<file path="config.mk">
export PLATFORM = sky130hd
export DESIGN_NAME = ccv_top
export DESIGN_NICKNAME = d
export VERILOG_FILES = /design/src/core/ccv_pkg.sv /design/src/core/ccv_ahb.sv /design/src/core/ccv_chan.sv /design/src/core/ccv_top.sv
export VERILOG_INCLUDE_DIRS = /design/src /design/src/core
export SDC_FILE = /design/constraint.sdc
export NUM_CORES = 1
export LEC_CHECK = 0
export BUFFER_PORTS_ARGS = -buffer_cell sky130_fd_sc_hd__buf_2
export CAP_MARGIN = 20
export CORE_MARGIN = 1.5
export CORE_UTILIZATION = 52
export CTS_CLUSTER_DIAMETER = 40
export DETAILED_ROUTE_END_ITERATION = 16
export MAX_ROUTING_LAYER = met4
export PLACE_DENSITY = 0.77
export REMOVE_ABC_BUFFERS = 1
export SLEW_MARGIN = 20
export SYNTH_ARGS = -nofsm -noshare
export SYNTH_HDL_FRONTEND = slang
export SYNTH_SLANG_ARGS = --single-unit
</file>
<file path="constraint.sdc">
create_clock -name hclk -period 2.2 [get_ports hclk]
set_input_delay 0.11 -clock hclk [delete_from_list [all_inputs] [get_ports hclk]]
set_output_delay 0.11 -clock hclk [all_outputs]
set_load 0.02 [all_outputs]
</file>
<file path="src/core/ccv_cfg.svh">
`ifndef CCV_CFG_SVH
`define CCV_CFG_SVH

// register byte offsets inside the block window
`define CCV_OFS_CH0        8'h34
`define CCV_OFS_CH1        8'h38
`define CCV_OFS_CH2        8'h3C
`define CCV_OFS_CFG        8'hFC
`define CCV_OFS_CTRL       8'h50
`define CCV_OFS_STATUS     8'h54
`define CCV_OFS_MASK       8'h58

// field positions
`define CCV_CFG_SUPPRESS   1
`define CCV_CTRL_INMODE    0
`define CCV_CTRL_ENABLE    4
`define CCV_CTRL_SHADOW    8
`define CCV_ST_CAPTURE     0
`define CCV_ST_COMPARE     4

// reset values
`define CCV_RST_WORD       32'h0000_0000
`define CCV_RST_VALUE      16'h0000
`define CCV_RST_CFG        1'h0
`define CCV_RST_CHAN3      3'h0

// only whole-word writes are honoured
`define CCV_HSIZE_WORD     3'h2

`endif

</file>
<file path="src/core/ccv_pkg.sv">
`default_nettype none

package ccv_pkg;

    typedef struct packed {
        logic        en;
        logic [7:0]  addr;
        logic [31:0] data;
    } ccv_wr_t;

    typedef struct packed {
        logic        en;
        logic [7:0]  addr;
    } ccv_rd_t;

    typedef struct packed {
        logic in_mode;
        logic enable;
        logic shadow_en;
    } ccv_chan_cfg_t;

endpackage : ccv_pkg

`default_nettype wire

</file>
<file path="src/core/ccv_ahb.sv">
`include "ccv_cfg.svh"
`default_nettype none

module ccv_ahb (
    input  wire logic               hclk,
    input  wire logic               hresetn,
    input  wire logic               hsel,
    input  wire logic [31:0]        haddr,
    input  wire logic [1:0]         htrans,
    input  wire logic               hwrite,
    input  wire logic [2:0]         hsize,
    input  wire logic               hready,
    input  wire logic [31:0]        hwdata,
    input  wire logic [31:0]        rdata,
    output var  ccv_pkg::ccv_wr_t   wr,
    output var  ccv_pkg::ccv_rd_t   rd,
    output logic                    hreadyout,
    output logic [31:0]             hrdata,
    output logic                    hresp
);
    import ccv_pkg::*;

    logic       wph_r;
    logic       wok_r;
    logic [7:0] waddr_r;
    logic       rph_r;
    logic [7:0] raddr_r;
    logic       rdy_r;
    logic [31:0] rdata_r;

    wire logic take = hsel & hready & htrans[1];

    // reads take one wait state so a write just before is already visible
    always_ff @(posedge hclk or negedge hresetn) begin
        if (!hresetn) begin
            wph_r   <= 1'b0;
            wok_r   <= 1'b0;
            waddr_r <= 8'h00;
            rph_r   <= 1'b0;
            raddr_r <= 8'h00;
            rdy_r   <= 1'b1;
            rdata_r <= `CCV_RST_WORD;
        end else begin
            wph_r <= take & hwrite;
            rph_r <= take & ~hwrite;
            if (take) begin
                waddr_r <= haddr[7:0];
                raddr_r <= haddr[7:0];
                wok_r   <= (hsize == `CCV_HSIZE_WORD);
            end
            if (take & ~hwrite) begin
                rdy_r <= 1'b0;
            end
            if (rph_r) begin
                rdata_r <= rdata;
                rdy_r   <= 1'b1;
            end
        end
    end

    assign wr.en     = wph_r & wok_r;
    assign wr.addr   = waddr_r;
    assign wr.data   = hwdata;
    assign rd.en     = rph_r;
    assign rd.addr   = raddr_r;
    assign hreadyout = rdy_r;
    assign hrdata    = rdata_r;
    assign hresp     = 1'b0;

endmodule : ccv_ahb

`default_nettype wire

</file>
<file path="src/core/ccv_chan.sv">
`include "ccv_cfg.svh"
`default_nettype none

module ccv_chan (
    input  wire logic                 hclk,
    input  wire logic                 hresetn,
    input  wire ccv_pkg::ccv_chan_cfg_t cfg,
    input  wire logic                 wr_en,
    input  wire logic [15:0]          wr_data,
    input  wire logic                 capture,
    input  wire logic                 update,
    input  wire logic [15:0]          count,
    output logic [15:0]               value,
    output logic                      captured,
    output logic                      hit
);
    import ccv_pkg::*;

    logic [15:0] value_r;
    logic [15:0] value_nxt;
    logic [15:0] active_r;
    logic [15:0] active_nxt;

    wire logic        cap_ok  = cfg.in_mode & cfg.enable & capture;
    wire logic        load_ok = ~cfg.in_mode & wr_en;
    wire logic [15:0] cmp_ref = cfg.shadow_en ? active_r : value_r;

    assign captured  = cap_ok;
    // software writes never reach the field in input mode
    assign value_nxt = cap_ok  ? count :
                       load_ok ? wr_data :
                       value_r;
    // with shadowing on, the shadow copy moves only on update events
    assign active_nxt = (~cfg.shadow_en | update) ? value_r : active_r;

    always_ff @(posedge hclk or negedge hresetn) begin
        if (!hresetn) begin
            value_r  <= `CCV_RST_VALUE;
            active_r <= `CCV_RST_VALUE;
        end else begin
            value_r  <= value_nxt;
            active_r <= active_nxt;
        end
    end

    assign value = value_r;
    assign hit   = ~cfg.in_mode & (count == cmp_ref);

endmodule : ccv_chan

`default_nettype wire

</file>
<file path="src/core/ccv_top.sv">
// Notes on behaviour
// - in input mode a channel's value field takes the counter at its last capture.
// - in input mode software writes leave the captured value untouched.
// - in output mode the written value is the reference compared with the counter.
// - with shadowing on, the active compare copy is loaded only at update events.
// - with suppression set, a write equal to the held value is discarded.
// - software sets and clears the suppression bit, held at bit 1 of config.
// - reset clears the config register at 0xFC, so suppression starts off.
// - an input channel captures only while its enable bit is set.
`include "ccv_cfg.svh"
`default_nettype none

module ccv_top (
    input  wire logic        hclk,
    input  wire logic        hresetn,
    input  wire logic        hsel,
    input  wire logic [31:0] haddr,
    input  wire logic [1:0]  htrans,
    input  wire logic        hwrite,
    input  wire logic [2:0]  hsize,
    input  wire logic        hready,
    input  wire logic [31:0] hwdata,
    input  wire logic [15:0] count,
    input  wire logic [2:0]  capture,
    input  wire logic        update,
    output logic             hreadyout,
    output logic [31:0]      hrdata,
    output logic             hresp,
    output logic [2:0]       compare_evt,
    output logic             irq
);
    import ccv_pkg::*;

    ccv_wr_t       wr;
    ccv_rd_t       rd;
    logic [31:0]   rdata;

    ccv_ahb u_ahb (
        .hclk      (hclk),
        .hresetn   (hresetn),
        .hsel      (hsel),
        .haddr     (haddr),
        .htrans    (htrans),
        .hwrite    (hwrite),
        .hsize     (hsize),
        .hready    (hready),
        .hwdata    (hwdata),
        .rdata     (rdata),
        .wr        (wr),
        .rd        (rd),
        .hreadyout (hreadyout),
        .hrdata    (hrdata),
        .hresp     (hresp)
    );

    // control and configuration state
    logic          suppress_r;
    logic          suppress_nxt;
    logic [2:0]    in_mode_r;
    logic [2:0]    in_mode_nxt;
    logic [2:0]    enable_r;
    logic [2:0]    enable_nxt;
    logic [2:0]    shadow_r;
    logic [2:0]    shadow_nxt;
    logic [2:0]    cap_st_r;
    logic [2:0]    cap_st_nxt;
    logic [2:0]    cmp_st_r;
    logic [2:0]    cmp_st_nxt;
    logic [2:0]    cap_mask_r;
    logic [2:0]    cap_mask_nxt;
    logic [2:0]    cmp_mask_r;
    logic [2:0]    cmp_mask_nxt;
    logic [2:0]    hit_prev_r;
    logic [2:0]    cmp_evt_r;
    logic          irq_r;

    // address decode
    wire logic     wr_cfg    = wr.en & (wr.addr == `CCV_OFS_CFG);
    wire logic     wr_ctrl   = wr.en & (wr.addr == `CCV_OFS_CTRL);
    wire logic     wr_mask   = wr.en & (wr.addr == `CCV_OFS_MASK);
    wire logic     rd_status = rd.en & (rd.addr == `CCV_OFS_STATUS);

    logic [7:0]    chan_ofs  [3];
    assign chan_ofs[0] = `CCV_OFS_CH0;
    assign chan_ofs[1] = `CCV_OFS_CH1;
    assign chan_ofs[2] = `CCV_OFS_CH2;

    logic [15:0]   value     [3];
    logic [2:0]    wr_chan;
    logic [2:0]    captured;
    logic [2:0]    hit;
    logic [2:0]    hit_rise;
    logic [31:0]   chan_word [3];

    genvar gi;
    generate
        for (gi = 0; gi < 3; gi = gi + 1) begin : g_chan
            ccv_chan_cfg_t cfg;
            wire logic     addr_hit;
            wire logic     same;

            assign cfg.in_mode   = in_mode_r[gi];
            assign cfg.enable    = enable_r[gi];
            assign cfg.shadow_en = shadow_r[gi];

            // reserved upper bits read as zero
            assign chan_word[gi] = {16'h0000, value[gi]};
            assign addr_hit      = wr.en & (wr.addr == chan_ofs[gi]);
            // whole word compared, so a stray upper bit still lands
            assign same          = (wr.data == chan_word[gi]);
            assign wr_chan[gi]   = addr_hit & ~(suppress_r & same);

            ccv_chan u_chan (
                .hclk     (hclk),
                .hresetn  (hresetn),
                .cfg      (cfg),
                .wr_en    (wr_chan[gi]),
                .wr_data  (wr.data[15:0]),
                .capture  (capture[gi]),
                .update   (update),
                .count    (count),
                .value    (value[gi]),
                .captured (captured[gi]),
                .hit      (hit[gi])
            );
        end
    endgenerate

    // a counter parked on the reference raises one event, not one per cycle
    assign hit_rise = hit & ~hit_prev_r;

    // next-state for software-owned bits
    assign suppress_nxt = wr_cfg ? wr.data[`CCV_CFG_SUPPRESS]
                                 : suppress_r;
    assign in_mode_nxt  = wr_ctrl ? wr.data[`CCV_CTRL_INMODE +: 3]
                                  : in_mode_r;
    assign enable_nxt   = wr_ctrl ? wr.data[`CCV_CTRL_ENABLE +: 3]
                                  : enable_r;
    assign shadow_nxt   = wr_ctrl ? wr.data[`CCV_CTRL_SHADOW +: 3]
                                  : shadow_r;
    assign cap_mask_nxt = wr_mask ? wr.data[`CCV_ST_CAPTURE +: 3]
                                  : cap_mask_r;
    assign cmp_mask_nxt = wr_mask ? wr.data[`CCV_ST_COMPARE +: 3]
                                  : cmp_mask_r;

    // sticky status: a new event in the clearing read survives it
    assign cap_st_nxt = (cap_st_r & ~{3{rd_status}}) | captured;
    assign cmp_st_nxt = (cmp_st_r & ~{3{rd_status}}) | hit_rise;

    wire logic irq_nxt = |(cap_st_nxt & cap_mask_nxt)
                       | |(cmp_st_nxt & cmp_mask_nxt);

    always_ff @(posedge hclk or negedge hresetn) begin
        if (!hresetn) begin
            suppress_r <= `CCV_RST_CFG;
            in_mode_r  <= `CCV_RST_CHAN3;
            enable_r   <= `CCV_RST_CHAN3;
            shadow_r   <= `CCV_RST_CHAN3;
            cap_mask_r <= `CCV_RST_CHAN3;
            cmp_mask_r <= `CCV_RST_CHAN3;
        end else begin
            suppress_r <= suppress_nxt;
            in_mode_r  <= in_mode_nxt;
            enable_r   <= enable_nxt;
            shadow_r   <= shadow_nxt;
            cap_mask_r <= cap_mask_nxt;
            cmp_mask_r <= cmp_mask_nxt;
        end
    end

    always_ff @(posedge hclk or negedge hresetn) begin
        if (!hresetn) begin
            cap_st_r   <= `CCV_RST_CHAN3;
            cmp_st_r   <= `CCV_RST_CHAN3;
            hit_prev_r <= `CCV_RST_CHAN3;
            cmp_evt_r  <= `CCV_RST_CHAN3;
            irq_r      <= 1'b0;
        end else begin
            cap_st_r   <= cap_st_nxt;
            cmp_st_r   <= cmp_st_nxt;
            hit_prev_r <= hit;
            cmp_evt_r  <= hit_rise;
            irq_r      <= irq_nxt;
        end
    end

    // read mux; unmapped offsets read zero
    wire logic [31:0] cfg_word  =
        {30'h0000_0000, suppress_r, 1'b0};
    wire logic [31:0] ctrl_word =
        {21'h00_0000, shadow_r, 1'b0, enable_r, 1'b0, in_mode_r};
    wire logic [31:0] st_word   =
        {25'h000_0000, cmp_st_r, 1'b0, cap_st_r};
    wire logic [31:0] mask_word =
        {25'h000_0000, cmp_mask_r, 1'b0, cap_mask_r};

    always_comb begin
        unique case (rd.addr)
            `CCV_OFS_CH0:    rdata = chan_word[0];
            `CCV_OFS_CH1:    rdata = chan_word[1];
            `CCV_OFS_CH2:    rdata = chan_word[2];
            `CCV_OFS_CFG:    rdata = cfg_word;
            `CCV_OFS_CTRL:   rdata = ctrl_word;
            `CCV_OFS_STATUS: rdata = st_word;
            `CCV_OFS_MASK:   rdata = mask_word;
            default:         rdata = `CCV_RST_WORD;
        endcase
    end

    assign compare_evt = cmp_evt_r;
    assign irq         = irq_r;

endmodule : ccv_top

`default_nettype wire

</file>
======== After elaboration in Yosys (flattened, before gate mapping) ========
Index checks and enable logic that the tools add are counted.
W data, S select, Z words.
word-level totals
  bits in registers ....................... 169
  input bits .............................. 94
  output and inout bits ................... 38
  word-level logic and storage cells ...... 110
cells by class
  equal/unequal tests ..................... 14
  muxes and demuxes ....................... 14
  bitwise gates (word level) .............. 53
  reductions and logical operators ........ 6
operators with widths
  kind                  number
  $mux W16              9
  $pmux W16 S7          1
  $eq A32 B16 Y1        3
  $eq A16 B16 Y1        3
  $and A1 B1 Y1         30
  $eq A8 B6 Y1 const B  3
  $eq A8 B7 Y1 const B  3
  $and A3 B3 Y3         5
  $not A1 Y1            10
  $eq A8 B8 Y1 const B  1
  $reduce_bool A2 Y1    4
  $mux W3               2
  $not A3 Y3            2
  $or A3 B3 Y3          2
  $reduce_or A3 Y1      2
  $or A1 B1 Y1          4
  $eq A3 B2 Y1 const B  1
  $mux W1               2

======== Longest topological paths before layout ========
Gate-level depths: netlist (run 1).
  word-level depth ........................ 8
  mapped depth ............................ 8
  depth with buffers taken out ............ 6

======== Modules after synthesis ========
From an unflattened synthesis (run 1), not the netlist that was laid out.
unflattened totals
  cell total of the unflattened synthesis .. 801
  area, all modules ....................... 9191.3 um2
by module, submodules not included
  module    instances  cells each  area each (um2)  sequential area each (um2)
  ccv_chan  3          147         1647.8           800.8
  ccv_top   1          220         2125.8           725.7
  ccv_ahb   1          140         2122.0           1102.3

======== Worst setup path before layout (run 1) ========
OpenSTA, ideal clock, no wires.
  path kind ............................... reg-to-reg
  from .................................... register u_ahb.waddr_r[1]
  to ...................................... register irq_r, in the netlist irq
  library setup time ...................... 0.130 ns
  arrival time ............................ 2.106 ns
  required time ........................... 2.070 ns
  slack ................................... -0.036 ns
  cell stages (with the launch flop) ...... 7
  path buffers ............................ 0
  period minus slack after synthesis ...... 2.236 ns
  cell sequence ........................... dfrtp_1 > or4b_1 > o31ai_1 > a21boi_0 > a2111o_1 > a221oi_1 > nand3b_1
on the way
  word-level cells in the longest chain between the ends .. 8
  elaborated cells on any way between the ends .. 16
  classes of those cells .................. eq/ne: 2; mux: 2; bitwise: 10; reduce/logical: 2
RTL lines
  item                                 RTL line                        RTL
  start, declared                      ccv_ahb.sv:25                   logic [7:0] waddr_r;
  start signal, assigned               ccv_ahb.sv:47                   waddr_r <= haddr[7:0];
  $eq A8 B7 Y1                         n/a
  $and A1 B1 Y1                        n/a
  $not A3 Y3                           n/a
  $and A3 B3 Y3 (on tied branches)     n/a
  $or A3 B3 Y3 (on tied branches)      n/a
  $and A3 B3 Y3 (on tied branches)     ccv_top.sv:150, ccv_top.sv:151
  $reduce_or A3 Y1 (on tied branches)  ccv_top.sv:150, ccv_top.sv:151
  $or A1 B1 Y1 (*)                     ccv_top.sv:151                  | |(cmp_st_nxt & cmp_mask_nxt);
  named net irq_nxt                    ccv_top.sv:150                  wire logic irq_nxt = |(cap_st_nxt & cap_mask_nxt)
  end signal, assigned                 ccv_top.sv:183                  irq_r <= irq_nxt;
  end, declared                        ccv_top.sv:75                   logic irq_r;
Mark *: on every way through the listed nets, which the timed path passes. The rest lies on a longest branch.
A chain may end at the register's enable or synchronous reset.

======== Worst setup path after layout (run 1) ========
Ends and elaborated chain as after synthesis.

==> flow_metrics.py, run 1 <==
metrics = {
    "global_route": {
        "grt_pass1_wl_um": 39700,
        "grt_pass1_vias": 7017,
        "use_met2": 0.460,
        "met3_usage": 0.0696,
        "use_met1": 0.407,
        "grt_usage": 0.309,
        "antenna_found_initial": 0,
        "busiest_layer": "met2",
        "grt_max_degree": 65,
        "overflow": 0,
    },
    "final_layout": {
        "layout_common_cells": "dfrtp_1, mux2i_1, buf_2, buf_4, xor2_1",
        "fill_cells": 1230,
        "diodes": 0,
        "drive_above_1_share": 0.321,
        "final_area_mm2": 0.0110,
        "fin_nets": 1078,
        "area_delta_synth_final_pct": 26.5,
        "mostFrequentLayoutCell": "dfrtp_1",
        "fin_cells": 1217,
    },
    "worst_hold_path": {
        "min_path_cells": 3,
        "hold_class": "in -> reg",
    },
    "placement": {
        "gp_congestion": 0.973,
        "io_buffers": 89,
        "dp_hpwl_um": 18100,
        "dp_cells": 1149,
        "placed_cell_area_mm2": 0.00976,
    },
    "timing": {
        "relSlewSlack": 0.565,
        "finClkSkew_ns": 0.00771,
        "hold_ws_ns": 0.0144,
        "worst_slack_ns": -0.0578,
        "fmaxAchievable_mhz": 443,
        "finalCritPeriodShare": 1.03,
        "setup_viol": 2,
        "hold_violations": 0,
        "grt_setup_unrepaired": "yes",
        "finalCriticalPeriod_ns": 2.26,
        "finalMaxSlewViolations": 0,
        "worstMarginPinSlew_ns": 0.653,
    },
    "setup_path": {
        "setup.worst_path.start_class": "register",
        "slowest_delay_ns": 0.64,
        "rr_worst_depth": 6,
        "cp_data_required_time_ns": 2.51,
        "crit_path_max_fanout": 5,
        "cp_slowest_cell": "or4b_4",
        "cp-end-kind": "register",
        "worst-setup-path-type": "reg -> reg",
        "critical_path_arrival_ns": 2.57,
        "crit_chain": "or4b_4 -> o31ai_4 -> o2bb2a_2 -> a221o_1 -> a221oi_2 -> nand3b_1",
    },
    "detailed_routing": {
        "drc": 0,
        "via_per_inst": 5.91,
        "vias": 7193,
        "drt_iter0_drc": 787,
        "first_pass_iters": 5,
        "wl_per_cell_um": 21.4,
        "postRouteAntennaNets": 0,
        "totalWireLength_um": 26100,
    },
    "synthesis": {
        "syn_inst": 824,
        "yosys_warnings": 0,
        "synthArstFlopShare": 1.00,
        "synth.cell_area_mm2": 0.00870,
        "ys_seq_area_frac": 0.440,
        "synth_ff_type": "dfrtp_1",
        "syn_avg_cell_area_um2": 10.6,
        "ys_types": 60,
        "yosys_register_bits": 153,
        "synth_enable_flop_cells": 0,
    },
    "cts": {
        "clock-sinks": 153,
        "cts_buffers": 17,
        "clk_pin_slew_ns": 0.06,
        "cts_buffer_depth": 2,
        "tritoncts": "yes",
        "insertion_delay_ns": 0.43,
        "htreeDepth": 4,
        "clock-root-buffer": "clkbuf_16",
    },
    "power": {
        "clkPwrFrac": 0.436,
        "p_sw_uw": 1840,
        "internal-power_uw": 5160,
        "comb_power_share": 0.138,
        "ir_drop_mv": 0.569,
        "sequentialPowerShare": 0.425,
        "power_uw": 7000,
        "p_leak_uw": 0.00527,
        "power_density_mw_per_mm2": 636,
        "switching_share": 0.263,
    },
    "die": {
        "die_area_mm2": 0.0175,
        "rows": 47,
        "start_util": 0.528,
        "core_mm2": 0.0165,
        "pin_count": 132,
        "dieHeight_um": 132,
        "die_x_um": 132,
    },
    "status": {
        "outcome": "finished, violations left",
        "violations": "setup timing",
    },
    "run": {
        "cap_viol_max_count": 0,
    },
}
power groups by stage:
stage,registers [uW],logic (uW),clock network [uW]
2_1_floorplan,3140,274,0
3_3_place_gp,3020,831,0
3_5_place_dp,3020,840,0
4_1_cts,2970,915,3070
5_1_grt,2990,1030,3200
6_report,2980,968,3050
worst paths after layout:
path | slack [ns] | from | end
worst min-delay path | 0.01 | count[2] | g_chan[2].u_chan.value[2]
worst max register to register | -0.06 | u_ahb.waddr_r[1] | irq
worst max-delay path | -0.06 | u_ahb.waddr_r[1] | irq
worst min register to register | 0.48 | hit_prev_r[2] | compare_evt[2]
min in group asynchronous | 0.26 | hresetn | u_ahb.hrdata[14]
max in group asynchronous | 1.16 | hresetn | u_ahb.hreadyout
cell families after synthesis:
logic type | after synthesis | share of synthesized area
multiplexers | 178 | 0.214
flip-flops | 153 | 0.440
AND/OR/NAND/NOR | 190 | 0.112
other | 1 | 0.000431
AO/OA/AOI/OAI | 114 | 0.0824
buffers and inverters | 92 | 0.0539
XOR/XNOR | 96 | 0.0966
layer usage:
| metal | routed length (um) | vias to the layer above |
|---|---|---|
| li1 | - | 3179 |
| met1 | 10900 | 3539 |
| met2 | 12000 | 392 |
| met3 | 2210 | 83 |
| met4 | 1020 | 0 |
| met5 | 0 | - |
critical path: cells and delay by family, from the launching register on:
kind             cells  cell delay, ns
AO/OA/AOI/OAI        4            1.01
flip-flops           1            0.38
AND/OR/NAND/NOR      2            0.74
layout make-up:
| type | instances | area, um2 | area share |
|---|---|---|---|
| multi-input combinational | 595 | 4690 | 0.426 |
| sequential | 153 | 3830 | 0.348 |
| timing repair buffer | 212 | 1570 | 0.143 |
| clock buffer | 21 | 470 | 0.0428 |
| tap | 220 | 275 | 0.0250 |
| clock inverter | 11 | 144 | 0.0131 |
| inverter | 5 | 18.8 | 0.00171 |
flip-flops by register name, summed over array words and instances, names as in the netlist, 3 cells and up:
| name | flops |
|---|---|
| shadow_r | 3 |
| compare_evt | 3 |
| g_chan.u_chan.active_r | 48 |
| g_chan.u_chan.value | 48 |
| u_ahb.hrdata | 16 |
| in_mode_r | 3 |
| hit_prev_r | 3 |
| u_ahb.waddr_r | 8 |
| cmp_mask_r | 3 |
| cmp_st_r | 3 |
| enable_r | 3 |
| cap_st_r | 3 |
| cap_mask_r | 3 |
per-stage QoR:
stage	setup TNS [ns]	setup WS, ns	util
2_1_floorplan	-44.23	-0.786	-
3_3_place_gp	-1.99	-0.136	0.593
3_5_place_dp	-5.58	-0.192	0.593
4_1_cts	-0.0200	-0.0200	0.656
5_1_grt	-1.05	-0.112	0.668
6_report	-0.0584	-0.0578	0.668
cell usage after synthesis (all sizes together), types with 2 or more instances:
cell type	number	share of area
a21boi	3	0.0026
a21o	5	0.0043
a21oi	27	0.016
a221o	3	0.0035
a221oi	5	0.0050
a222oi	2	0.0023
a31oi	3	0.0022
and3	6	0.0043
buf	48	0.035
clkbuf	39	0.017
dfrtp	152	0.44
inv	5	0.0022
mux2	67	0.087
mux2i	111	0.13
nand2	62	0.027
nand2b	4	0.0029
nand3	10	0.0063
nand3b	2	0.0017
nand4	11	0.0086
nor2	43	0.019
nor2b	5	0.0036
nor3	8	0.0058
nor3b	4	0.0040
nor4	25	0.019
o21ai	53	0.033
o31ai	4	0.0035
or4	2	0.0017
xnor2	29	0.029
xor2	67	0.067
timing repair:
| item | in CTS | in global routing |
|---|---|---|
| hold endpoints to repair | 111 | 0 |
| setup buffers | 3 | 5 |
| endpoints found under the setup margin | 56 | 64 |
| pin swaps | 8 | 15 |
| gates cloned | 0 | 1 |
| gates resized for setup | 24 | 29 |
| hold buffers | 27 | 0 |
(Power assumes the default switching activity.)
==> run 2: changes to the inputs <==
--- a/config.mk
+++ b/config.mk
@@ -6,6 +6,7 @@
 export SDC_FILE = /design/constraint.sdc
 export NUM_CORES = 1
 export LEC_CHECK = 0
+export ABC_AREA = 1
 export BUFFER_PORTS_ARGS = -buffer_cell sky130_fd_sc_hd__buf_2
 export CAP_MARGIN = 20
 export CORE_MARGIN = 1.5
@@ -14,7 +15,6 @@
 export DETAILED_ROUTE_END_ITERATION = 16
 export MAX_ROUTING_LAYER = met4
 export PLACE_DENSITY = 0.77
-export REMOVE_ABC_BUFFERS = 1
 export SLEW_MARGIN = 20
 export SYNTH_ARGS = -nofsm -noshare
 export SYNTH_HDL_FRONTEND = slang
==> flow_metrics.py, run 2 <==
metrics = {
    "status": {
        "outcome": "finished, violations left",
        "violations": "hold timing",
    },
    "synthesis": {
        "synth.cell_area_mm2": 0.00894,
        "syn_avg_cell_area_um2": 7.09,
        "ys_seq_area_frac": 0.428,
        "yosys_register_bits": 153,
        "synth_top_area_frac": 0.425,
        "ys_types": 40,
        "synthArstFlopShare": 1.00,
        "synth_enable_flop_cells": 0,
        "syn_inst": 1262,
        "ys_top_cells_by_count": "nand2_1, dfrtp_1, o21ai_0",
        "post-synth-top-count-cell": "nand2_1",
        "synth_ff_type": "dfrtp_1",
        "ys_top_cells_by_area": "dfrtp_1, nand2_1, o21ai_0",
        "yosys_warnings": 0,
        "synth_top_cell_by_area": "dfrtp_1",
    },
    "global_route": {
        "antenna_found_initial": 1,
        "grt_pass1_vias": 8488,
        "overflow": 0,
        "grt_usage": 0.388,
        "grt_pass1_wl_um": 50000,
        "grt_max_degree": 50,
    },
    "worst_hold_path": {
        "min_path_cells": 4,
        "hold_class": "in -> reg",
    },
    "die": {
        "die_area_mm2": 0.0180,
        "pin_count": 132,
        "rows": 47,
        "core_mm2": 0.0167,
        "die_x_um": 134,
        "start_util": 0.536,
        "dieHeight_um": 134,
    },
    "final_layout": {
        "mostFrequentLayoutCell": "nand2_1",
        "fin_nets": 1469,
        "area_delta_synth_final_pct": 17.7,
        "drive_above_1_share": 0.154,
        "layout_common_cells": "nand2_1, dfrtp_1, o21ai_0, inv_1, nor2_1",
        "fin_cells": 1609,
    },
    "timing": {
        "tns_ns": 0,
        "finalCriticalPeriod_ns": 2.11,
        "hold_ws_ns": -0.00105,
        "worstMarginPinSlew_ns": 0.622,
        "finalCritPeriodShare": 0.959,
        "setup_viol": 0,
        "worst_slack_ns": 0.0903,
        "grt_setup_unrepaired": "no",
        "finalMaxSlewViolations": 0,
        "relSlewSlack": 0.585,
        "fmaxAchievable_mhz": 474,
        "hold_violations": 1,
        "finClkSkew_ns": 0.00837,
    },
    "detailed_routing": {
        "vias": 9398,
        "drt_iter0_drc": 1448,
        "via_per_inst": 5.84,
        "postRouteAntennaNets": 0,
        "first_pass_iters": 8,
        "totalWireLength_um": 33000,
        "drc": 0,
        "wl_per_cell_um": 20.5,
    },
    "power": {
        "p_leak_uw": 0.00553,
        "power_density_mw_per_mm2": 764,
        "ir_drop_mv": 0.553,
        "p_sw_uw": 2430,
        "switching_share": 0.302,
        "internal-power_uw": 5620,
        "clkPwrFrac": 0.415,
        "comb_power_share": 0.173,
        "power_uw": 8050,
        "sequentialPowerShare": 0.412,
    },
    "setup_path": {
        "crit_path_max_fanout": 19,
        "rr_worst_depth": 11,
        "worst-setup-path-type": "reg -> reg",
        "setup.worst_path.start_class": "register",
        "critical_path_arrival_ns": 2.49,
        "cp_data_required_time_ns": 2.58,
        "cp-end-kind": "register",
    },
    "placement": {
        "dp_cells": 1564,
        "io_buffers": 89,
        "dp_hpwl_um": 24500,
        "gp_congestion": 1.10,
        "pre_cts_slack_ns": 0.209,
    },
    "cts": {
        "cts_buffers": 17,
        "clock-root-buffer": "clkbuf_16",
        "cts_buffer_depth": 2,
        "insertion_delay_ns": 0.44,
        "clock-sinks": 153,
        "tritoncts": "yes",
        "clk_pin_slew_ns": 0.06,
        "htreeDepth": 4,
    },
    "run": {
        "cap_viol_max_count": 0,
    },
}
## run 2: worst paths after layout
check | startpoint | end | slack, ns
setup / recovery | shadow_r[1] | irq | 0.09
max in group asynchronous | hresetn | g_chan[0].u_chan.active_r[3] | 1.31
setup reg to reg | shadow_r[1] | irq | 0.09
min in group asynchronous | hresetn | g_chan[1].u_chan.value[7] | 0.17
hold / removal | update | g_chan[0].u_chan.active_r[15] | -0.001
hold reg to reg | u_ahb.hrdata[5] | u_ahb.hrdata[5] | 0.48
## run 2: layout make-up
cell class | instances | area (um2)
tap | 220 | 275
sequential | 153 | 3830
clock buffer | 19 | 443
inverter | 104 | 393
clock inverter | 13 | 219
multi-input combinational | 951 | 4390
timing repair buffer | 148 | 975
antenna | 1 | 2.50
fill | 1545 | 6170
## run 2: through the flow
step | area [um2] | hold slack [ns] | util
floorplan | 9000 | -0.186 | -
global placement | 9740 | 0.0829 | 0.583
detailed placement | 9740 | 0.0865 | 0.583
CTS | 10500 | 0.000433 | 0.630
global route | 10500 | 0.0239 | 0.631
finish | 10500 | -0.00105 | 0.631
## run 2: per-layer routing
| metal | GRT usage | routed length, um | vias to the layer above |
|---|---|---|---|
| met2 | 0.561 | 14000 | 637 |
| li1 | - | - | 4292 |
| met1 | 0.522 | 13300 | 4356 |
| met4 | 0.181 | 1670 | 0 |
| met3 | 0.0831 | 3990 | 113 |
| met5 | - | 0 | - |
## run 2: cell families (layout without fill, tap and decap cells)
group,Yosys count,after routing,share of synthesized area
AND/OR/NAND/NOR,676,676,0.306
buffers and inverters,174,284,0.0887
other,1,18,0.000419
multiplexers,19,19,0.0239
XOR/XNOR,12,12,0.0126
AO/OA/AOI/OAI,227,227,0.140
flip-flops,153,153,0.428
## run 2: what timing repair did
action | in CTS | in global routing
hold buffers | 12 | 0
setup endpoints to repair | 0 | 1
gates resized for setup | 0 | 1
endpoints found under the hold margin | 57 | 0
buffers inserted | 0 | 0
## run 2: critical path, cell delays in order (launching register included)
cell	delay, ns
dfrtp_1	0.38
buf_4	0.21
o21ai_0	0.26
or2_2	0.18
nand3_1	0.06
nor2_1	0.22
nand4_1	0.29
nand2_1	0.20
nand2_1	0.08
nand2_1	0.07
inv_1	0.04
nand2_1	0.04
## run 2: power groups by stage
| stage | registers [uW] | logic (uW) | clock network, uW |
|---|---|---|---|
| final | 3310 | 1390 | 3340 |
| after global routing | 3330 | 1530 | 3460 |
| after CTS | 3300 | 1360 | 3330 |
| after detailed placement | 3350 | 1340 | 0 |
| after global placement | 3340 | 1310 | 0 |
| after floorplan | 3270 | 861 | 0 |
